[config.mk]
export PLATFORM = sky130hd
export DESIGN_NAME = cft_top
export DESIGN_NICKNAME = d
export VERILOG_FILES = /design/src/pkg/cft_pkg.sv /design/src/hdl/cft_top.sv /design/src/hdl/cft_chan.sv
export SDC_FILE = /design/constraint.sdc
export NUM_CORES = 1
export LEC_CHECK = 0
export BUFFER_PORTS_ARGS = -buffer_cell sky130_fd_sc_hd__clkbuf_2
export CAP_MARGIN = 15
export CORE_MARGIN = 4
export CORE_UTILIZATION = 34
export DETAILED_ROUTE_END_ITERATION = 10
export PLACE_DENSITY_LB_ADDON = 0.15
export SETUP_SLACK_MARGIN = 0.1
export SKIP_LAST_GASP = 1
export SLEW_MARGIN = 5
export SYNTH_ARGS = -nofsm -noshare
export SYNTH_HDL_FRONTEND = slang
export SYNTH_SLANG_ARGS = --single-unit
[constraint.sdc]
create_clock -name clock -period 3.4 [get_ports clock]
set_clock_uncertainty 0.2 [all_clocks]
set_input_delay 0.34 -clock clock [delete_from_list [all_inputs] [get_ports clock]]
set_output_delay 0.34 -clock clock [all_outputs]
set_load 0.05 [all_outputs]
[src/pkg/cft_pkg.sv]
package cft_pkg;

    // Clocking
    localparam int CLK_KHZ       = 20000;
    localparam int CLK_PERIOD_NS = 50;
    localparam int TIMER_CLK_KHZ = 4000;
    localparam int TIMER_DIV     = CLK_KHZ / TIMER_CLK_KHZ;
    localparam int TICK_NS       = 1000000 / TIMER_CLK_KHZ;
    localparam int CNT_W         = 16;

    // Blanking times per select code, in ns
    localparam int ON_BLANK_00_NS  = 6000;
    localparam int ON_BLANK_01_NS  = 12000;
    localparam int ON_BLANK_10_NS  = 24000;
    localparam int ON_BLANK_11_NS  = 48000;
    localparam int OFF_BLANK_00_NS = 55000;
    localparam int OFF_BLANK_01_NS = 81000;
    localparam int OFF_BLANK_10_NS = 162000;
    localparam int OFF_BLANK_11_NS = 325000;

    // Filter, retry and frame gap
    localparam int FILTER_NS      = 3000;
    localparam int FILTER_TICKS   = FILTER_NS / TICK_NS;
    localparam int RETRY_MS       = 8;
    localparam int RETRY_TICKS    = RETRY_MS * 1000000 / TICK_NS;
    localparam int CS_GAP_NS      = 1600;
    localparam int CS_GAP_CYCLES  = (CS_GAP_NS + CLK_PERIOD_NS - 1) / CLK_PERIOD_NS;

    // Register byte offsets
    localparam logic [7:0] CTRL_OFS   = 8'h00;
    localparam logic [7:0] STATUS_OFS = 8'h04;
    localparam logic [7:0] MASK_OFS   = 8'h08;
    localparam logic [7:0] FAULT_OFS  = 8'h0c;
    localparam logic [7:0] PINS_OFS   = 8'h10;

    // Status layout: bits 5:0 channel faults, bit 6 frame gap violation
    localparam int STAT_W       = 7;
    localparam int STAT_GAP_BIT = 6;

    typedef struct packed {
        logic [5:0] recovery_mode_bits;
        logic [1:0] off_blank_select;
        logic [1:0] on_blank_select;
    } cft_ctrl_t;

    localparam cft_ctrl_t CTRL_RST = '{recovery_mode_bits: 6'h00,
                                       off_blank_select:   2'h2,
                                       on_blank_select:    2'h2};

    function automatic logic [CNT_W-1:0] on_blank_ticks(input logic [1:0] sel);
        case (sel)
            2'h0:    on_blank_ticks = CNT_W'(ON_BLANK_00_NS / TICK_NS);
            2'h1:    on_blank_ticks = CNT_W'(ON_BLANK_01_NS / TICK_NS);
            2'h2:    on_blank_ticks = CNT_W'(ON_BLANK_10_NS / TICK_NS);
            default: on_blank_ticks = CNT_W'(ON_BLANK_11_NS / TICK_NS);
        endcase
    endfunction

    function automatic logic [CNT_W-1:0] off_blank_ticks(input logic [1:0] sel);
        case (sel)
            2'h0:    off_blank_ticks = CNT_W'(OFF_BLANK_00_NS / TICK_NS);
            2'h1:    off_blank_ticks = CNT_W'(OFF_BLANK_01_NS / TICK_NS);
            2'h2:    off_blank_ticks = CNT_W'(OFF_BLANK_10_NS / TICK_NS);
            default: off_blank_ticks = CNT_W'(OFF_BLANK_11_NS / TICK_NS);
        endcase
    endfunction

endpackage

[src/hdl/cft_top.sv]
// What this block does
// - On-state fault is blanked 6, 12, 24 or 48 us after gate turns on.
// - Off-state fault is blanked 55, 81, 162 or 325 us after gate turns off.
// - On-state fault condition must persist 3.0 us before it counts.
// - Faulted auto-retry channels are driven again every 8 ms retry period.
// - Enable inactive turns gates and diagnostics off and resets the retry timer.
// - Master reset low stops the timer clock, gates, serial side and fault flag.
//
// The AHB-Lite register port and the register offsets were left to the implementer.
module cft_top #(
    parameter int NCH         = 6,
    parameter int RETRY_TICKS = cft_pkg::RETRY_TICKS
) (
    // Clock and reset
    input  wire logic              clock,
    input  wire logic              sys_rst,
    // AHB-Lite slave
    input  wire logic              hsel,
    input  wire logic [31:0]       haddr,
    input  wire logic [1:0]        htrans,
    input  wire logic              hwrite,
    input  wire logic [2:0]        hsize,
    input  wire logic [31:0]       hwdata,
    input  wire logic              hready,
    output logic                   hreadyout,
    output logic                   hresp,
    output logic [31:0]            hrdata,
    // Device pins
    input  wire logic              master_reset_n,
    input  wire logic              global_enable_n,
    input  wire logic              chip_select_n,
    input  wire logic [NCH-1:0]    parallel_gate_inputs,
    input  wire logic [NCH-1:0]    drain_feedback_inputs,
    output logic [NCH-1:0]         gate_drive_outputs,
    // Open-drain fault flag
    input  wire logic              fault_flag_n_sense,
    output logic                   fault_flag_n_level,
    output logic                   fault_flag_n_oe_n,
    // Interrupt
    output logic                   irq
);

    logic                        rst;
    logic                        run;
    logic [2:0]                  div_q;
    logic                        tick;
    cft_pkg::cft_ctrl_t          ctrl_q;
    logic [cft_pkg::STAT_W-1:0]  stat_q;
    logic [cft_pkg::STAT_W-1:0]  mask_q;
    logic [cft_pkg::STAT_W-1:0]  events;
    logic                        acc;
    logic                        wr_q;
    logic [7:0]                  addr_q;
    logic [31:0]                 rdata_q;
    logic                        rd_stat;
    logic [NCH-1:0]              clr_q;
    logic [NCH-1:0]              fault;
    logic [NCH-1:0]              fault_set;
    logic [NCH-1:0]              retry;
    logic [cft_pkg::CNT_W-1:0]   retry_q;
    logic                        retry_hit;
    logic                        cs_prev_q;
    logic [7:0]                  gap_q;
    logic                        framed_q;
    logic                        gap_err;
    logic                        flag_oe_n_q;

    // Master reset acts like a system reset for all timing state
    assign rst = sys_rst | ~master_reset_n;
    assign run = ~global_enable_n;

    // Timer clock tick, frozen while in reset
    always_ff @(posedge clock)
    begin
        if (rst)
            div_q <= '0;
        else if (div_q == 3'(cft_pkg::TIMER_DIV - 1))
            div_q <= '0;
        else
            div_q <= div_q + 3'h1;
    end

    assign tick = ~rst & (div_q == 3'(cft_pkg::TIMER_DIV - 1));

    // Bus slave: zero wait states, always OKAY
    assign hreadyout = 1'b1;
    assign hresp     = 1'b0;
    assign acc       = hsel & htrans[1] & hready;
    assign rd_stat   = acc & ~hwrite & (haddr[7:0] == cft_pkg::STATUS_OFS) & (haddr[31:8] == '0);

    always_ff @(posedge clock)
    begin
        if (sys_rst)
        begin
            wr_q   <= 1'b0;
            addr_q <= 8'h00;
        end
        else
        begin
            wr_q   <= acc & hwrite & (haddr[31:8] == '0);
            addr_q <= haddr[7:0];
        end
    end

    // Read data captured in the address phase so it stands for the whole data phase
    always_ff @(posedge clock)
    begin
        if (sys_rst)
            rdata_q <= 32'h0000_0000;
        else if (acc && !hwrite && haddr[31:8] == '0)
        begin
            case (haddr[7:0])
                cft_pkg::CTRL_OFS:   rdata_q <= 32'(ctrl_q);
                cft_pkg::STATUS_OFS: rdata_q <= 32'(stat_q);
                cft_pkg::MASK_OFS:   rdata_q <= 32'(mask_q);
                cft_pkg::FAULT_OFS:  rdata_q <= 32'(fault);
                cft_pkg::PINS_OFS:   rdata_q <= {16'h0000, fault_flag_n_sense, chip_select_n,
                                                 global_enable_n, master_reset_n,
                                                 6'(drain_feedback_inputs),
                                                 6'(gate_drive_outputs)};
                default:             rdata_q <= 32'h0000_0000;
            endcase
        end
        else if (acc)
            rdata_q <= 32'h0000_0000;
    end

    assign hrdata = rdata_q;

    // Registers lose their programming under master reset as well
    always_ff @(posedge clock)
    begin
        if (rst)
            ctrl_q <= cft_pkg::CTRL_RST;
        else if (wr_q && addr_q == cft_pkg::CTRL_OFS)
            ctrl_q <= cft_pkg::cft_ctrl_t'(hwdata[$bits(cft_pkg::cft_ctrl_t)-1:0]);
    end

    always_ff @(posedge clock)
    begin
        if (rst)
            mask_q <= '0;
        else if (wr_q && addr_q == cft_pkg::MASK_OFS)
            mask_q <= hwdata[cft_pkg::STAT_W-1:0];
    end

    // Write one to a fault bit releases a latched-off channel
    always_ff @(posedge clock)
    begin
        if (rst)
            clr_q <= '0;
        else if (wr_q && addr_q == cft_pkg::FAULT_OFS)
            clr_q <= hwdata[NCH-1:0];
        else
            clr_q <= '0;
    end

    // Sticky events, cleared by a read; a new event in that cycle survives
    assign events = {gap_err, 6'(fault_set)};

    always_ff @(posedge clock)
    begin
        if (rst)
            stat_q <= '0;
        else
            stat_q <= (stat_q & ~{cft_pkg::STAT_W{rd_stat}}) | events;
    end

    assign irq = |(stat_q & mask_q);

    // Global retry timer, held at zero while disabled or nothing to retry
    always_ff @(posedge clock)
    begin
        if (rst || !run || !(|(fault & ctrl_q.recovery_mode_bits[NCH-1:0])))
            retry_q <= '0;
        else if (tick)
            retry_q <= retry_hit ? '0 : retry_q + 1'b1;
    end

    assign retry_hit = tick & (retry_q == cft_pkg::CNT_W'(RETRY_TICKS - 1));
    assign retry     = {NCH{retry_hit}} & ctrl_q.recovery_mode_bits[NCH-1:0];

    generate
        for (genvar i = 0; i < NCH; i++)
        begin : g_ch
            cft_chan i_cft_chan (
                .clock      (clock),
                .rst        (rst),
                .tick       (tick),
                .run        (run),
                .on_ticks   (cft_pkg::on_blank_ticks(ctrl_q.on_blank_select)),
                .off_ticks  (cft_pkg::off_blank_ticks(ctrl_q.off_blank_select)),
                .gate_in    (parallel_gate_inputs[i]),
                .drain_high (drain_feedback_inputs[i]),
                .retry      (retry[i]),
                .clear      (clr_q[i]),
                .gate_out   (gate_drive_outputs[i]),
                .fault      (fault[i]),
                .fault_set  (fault_set[i])
            );
        end
    endgenerate

    // Frame gap check: a short gap is only reported, the frame is not refused
    always_ff @(posedge clock)
    begin
        if (rst)
        begin
            cs_prev_q <= 1'b1;
            framed_q  <= 1'b0;
            gap_q     <= '0;
        end
        else
        begin
            cs_prev_q <= chip_select_n;
            if (!chip_select_n)
            begin
                framed_q <= 1'b1;
                gap_q    <= '0;
            end
            else if (gap_q != 8'(cft_pkg::CS_GAP_CYCLES))
                gap_q <= gap_q + 8'h01;
        end
    end

    assign gap_err = cs_prev_q & ~chip_select_n & framed_q
                     & (gap_q < 8'(cft_pkg::CS_GAP_CYCLES));

    // Flag pulls low on a latched fault, released during reset, disable and open frames
    always_ff @(posedge clock)
    begin
        if (rst)
            flag_oe_n_q <= 1'b1;
        else
            flag_oe_n_q <= ~(run & chip_select_n & (|fault));
    end

    assign fault_flag_n_level = 1'b0;
    assign fault_flag_n_oe_n = flag_oe_n_q;

endmodule // cft_top

[src/hdl/cft_chan.sv]
module cft_chan (
    // Clock and reset
    input  wire logic                    clock,
    input  wire logic                    rst,
    // Timing
    input  wire logic                    tick,
    input  wire logic                    run,
    input  wire logic [cft_pkg::CNT_W-1:0] on_ticks,
    input  wire logic [cft_pkg::CNT_W-1:0] off_ticks,
    // Channel pins
    input  wire logic                    gate_in,
    input  wire logic                    drain_high,
    // Fault control
    input  wire logic                    retry,
    input  wire logic                    clear,
    output logic                         gate_out,
    output logic                         fault,
    output logic                         fault_set
);

    logic                      drive;
    logic                      prev_q;
    logic [cft_pkg::CNT_W-1:0] blank_q;
    logic [cft_pkg::CNT_W-1:0] filt_q;
    logic                      fault_q;
    logic                      gate_q;
    logic                      on_hit;
    logic                      off_hit;

    // A fault or disable is treated as an edge, so the retry restarts on-blanking
    assign drive = run & gate_in & ~fault_q;

    always_ff @(posedge clock)
    begin
        if (rst)
            prev_q <= 1'b0;
        else
            prev_q <= drive;
    end

    always_ff @(posedge clock)
    begin
        if (rst || !run)
            blank_q <= '0;
        else if (drive != prev_q)
            blank_q <= drive ? on_ticks : off_ticks;
        else if (tick && blank_q != '0)
            blank_q <= blank_q - 1'b1;
    end

    // Condition must hold without a break for the whole filter time
    always_ff @(posedge clock)
    begin
        if (rst || !run || !prev_q || !drain_high || blank_q != '0)
            filt_q <= '0;
        else if (tick && filt_q != cft_pkg::CNT_W'(cft_pkg::FILTER_TICKS))
            filt_q <= filt_q + 1'b1;
    end

    assign on_hit  = prev_q & drive & (filt_q == cft_pkg::CNT_W'(cft_pkg::FILTER_TICKS));
    assign off_hit = run & ~prev_q & ~drive & ~fault_q & ~gate_in & ~drain_high
                     & (blank_q == '0);
    assign fault_set = (on_hit | off_hit) & ~fault_q;

    // Set wins over clear and retry
    always_ff @(posedge clock)
    begin
        if (rst)
            fault_q <= 1'b0;
        else if (fault_set)
            fault_q <= 1'b1;
        else if (clear || retry)
            fault_q <= 1'b0;
    end

    always_ff @(posedge clock)
    begin
        if (rst)
            gate_q <= 1'b0;
        else
            gate_q <= drive & ~fault_set;
    end

    assign gate_out = gate_q;
    assign fault    = fault_q;

endmodule // cft_chan

==> impl_metrics.csv <==
group,metric,value,unit
floorplanning,initial_core_util,0.343,
sta,worstMarginPinSlew,0.944,ns
worst_setup_path,critPathKind,"register to register",
sta,fmax,377,MHz
final_layout,areaGrowthSynthToFinish,17.0,%
final_layout,antenna_cells,0,
worst_setup_path,startpoint,"div_q[0]$_SDFF_PP0_",
worst_setup_path,cp_data_arrival_time,2.88,ns
detailed_routing,drcViolationCount,0,
clock_tree,cts.sinks,295,
sta,final-setup-viol-count,0,
global_route,overflow,0,
clock_tree,clockBufferDepth,3,
placed_design,hpwl,27.9,mm
clock_tree,h-tree-depth,2,
logic_synthesis,synth_most_common_cell,"dfxtp_1",
placed_design,dp_slack,0.596,ns
global_route,grt_max_degree,51,
floorplanning,ios,133,
detailed_routing,drt_iter0_drc,704,
power,powerDensity,463,nW/µm²
detailed_routing,wl_per_cell,16.1,µm
sta,relSlewSlack,0.368,
sta,period_needed,2.65,ns
logic_synthesis,syn_area,14800,µm²
clock_tree,cts_tree,"built",
logic_synthesis,synth.avg_cell_area,8.53,µm²
power,vdd.ir_drop.worst,0.000380,V
clock_tree,cts_root_buf,"clkbuf_16",
final_layout,multiInputGateArea,8190,µm²
logic_synthesis,async_reset_ff_frac,0,
detailed_routing,vias_per_cell,5.14,
worst_hold_path,hp-class,"input port to register",
logic_synthesis,synth_edf_count,0,
placed_design,globalplace.congestion,0.825,
logic_synthesis,yosys_warnings,0,
clock_tree,clkTransAtPathRegs,0.06,ns
logic_synthesis,synth_top_area_share,0.400,
logic_synthesis,ys_top_cells_by_area,"dfxtp_1 (40%), nor2_1 (6.1%), xnor2_1 (5.8%)",
floorplanning,die_area,46800,µm²
global_route,grt_usage,0.165,
final_layout,ff_latch_area,5910,µm²
outcome,status,"finished, final reports clean",
logic_synthesis,synthCells,1731,
clock_tree,cts_inserted_buffers,37,
detailed_routing,ant_nets,0,
worst_hold_path,worstHoldStart,"drain_feedback_inputs[1]",
power,p_total,7.99,mW
floorplanning,die_y,216,µm
worst_setup_path,cp-end-kind,"register",
logic_synthesis,yosysTopAreaCell,"dfxtp_1",
sta,timing.final.hold_violations,0,
worst_setup_path,startpoint_type,"register",
sta,period_share,0.780,
global_route,grt_pass1_wl,64.2,mm
sta,slew_violations,0,
clock_tree,clkLatencyLatePin,0.55,ns
logic_synthesis,ys_top_cells_by_count,"dfxtp_1 (295), nor2_1 (238), nand2_1 (120), xnor2_1 (97), nand3_1 (82)",
floorplanning,fp.dieW,216,µm
clock_tree,ctsResizeCount,0,
logic_synthesis,synth-seq-area-share,0.400,
detailed_routing,wl,39.3,mm
detailed_routing,vias,12600,
placed_design,io_buffers,87,
sta,rsz0062_at_grt,"no",
final_layout,nets,1969,
worst_setup_path,critPathRequiredTime,3.63,ns
final_layout,layout-drive-gt1-share,0.113,
worst_hold_path,hold_depth,3,
final_layout,instances_no_fill,2448,
clock_tree,cts_setup_buffers,0,
final_layout,nFillCells,4394,
sta,fin_ws,0.747,ns
worst_setup_path,cp_max_fo,6,
logic_synthesis,synth-seq-cells,295,
placed_design,dp.cells,2355,
logic_synthesis,synth_cell_types,85,
floorplanning,fp-row-count,76,
final_layout,finish.utilization,0.402,
sta,setup_tns,0,ns
detailed_routing,drt-pass1-iter-count,5,
floorplanning,fp.coreArea,43000,µm²
power,leakage,6.03,nW
global_route,antenna_found_initial,0,
global_route,grt_pass1_vias,12000,
flow_run,cap_violations,0,
worst_setup_path,r2r_cells,8,
worst_setup_path,worstReg2RegStart,"div_q[0]$_SDFF_PP0_",
logic_synthesis,synth_flop_cell,"dfxtp_1",
-- path summary, 6_finish.rpt --
check                                                     end  slack, ns
setup / recovery  g_ch[1].i_cft_chan.blank_q[11]$_SDFFE_PP0P_       0.75
hold / removal                         hrdata[7]$_SDFFE_PP0P_       0.03
setup reg to reg  g_ch[1].i_cft_chan.blank_q[11]$_SDFFE_PP0P_       0.75
hold reg to reg                         framed_q$_SDFFE_PP0N_       0.25
-- metal layers --
layer,GRT usage,wire [µm],vias up
li1,-,-,6340
met1,0.230,18800,5963
met2,0.264,17900,215
met3,0.0301,1610,70
met4,0.0489,996,0
met5,0,0,-
-- cells by family after synthesis --
group,Yosys count,synth area share
AND/OR/NAND/NOR,769,0.272
flip-flops,295,0.400
AO/OA/AOI/OAI,266,0.120
XOR/XNOR,172,0.102
buffers and inverters,163,0.0496
adder cells (fa/ha/maj),44,0.0373
multiplexers,20,0.0187
other,2,0.000509
-- critical path: stages, from the launching register on --
cell,delay [ns]
dfxtp_1,0.31
inv_1,0.07
ha_1,0.20
nand4b_1,0.41
buf_4,0.34
nor3_1,0.39
nor4b_1,0.39
xnor2_1,0.17
nor2_1,0.05
-- report_power, final --
group          internal, mW  leakage (nW)  switching, mW
registers              3.48          2.38         0.0252
logic                 0.152          3.02          0.302
clock network          2.49         0.626           1.54
total                  6.12          6.03           1.87
-- stage by stage --
stage	cell area (µm²)	hold slack, ns
final	17300	0.0267
after global routing	17300	0.00734
after CTS	17300	0.000353
after detailed placement	15800	0.246
after global placement	15800	0.235
after floorplan	14800	0.226
-- state kept, by name, summed over array words and instances (netlist names), 7 cells and up --
name                     count
hrdata                      16
retry_q                     16
g_ch.i_cft_chan.blank_q     96
addr_q                       8
stat_q                       7
gap_q                        8
g_ch.i_cft_chan.filt_q      96
ctrl_q                      10
mask_q                       7
-- area by class of cell --
class | instances | share of cell area
Multi-Input combinational cell | 1290 | 0.474
Sequential cell | 295 | 0.342
Clock buffer | 58 | 0.0670
Timing Repair Buffer | 141 | 0.0532
Tap cell | 585 | 0.0424
Inverter | 70 | 0.0152
Clock inverter | 9 | 0.00594
-- cell usage in the layout, fill, tap and decap left out, drive strengths merged, types with 16 or more instances in the layout --
master       Yosys  routed
nor3b           16      16
dfxtp          295     295
a21oi           78      78
xor2            75      75
nand4           56      56
ha              44      44
and4            23      23
clkbuf          49     145
nand2          120     120
buf             44      28
o21ai           45      45
and3            31      31
nor2           238     238
nand3           82      82
xnor2           97      97
dlygate4sd3      0      26
conb             2      19
a211oi          25      25
or4             23      23
inv             62      63
nor4            49      49
o22ai           16      16
nor3            49      49
-- repair_timing --
item | in CTS | in global routing
hold buffers | 26 | 0
setup endpoints to repair | 0 | 0
endpoints found under the hold margin | 45 | 0
(Power assumes the default switching activity.)
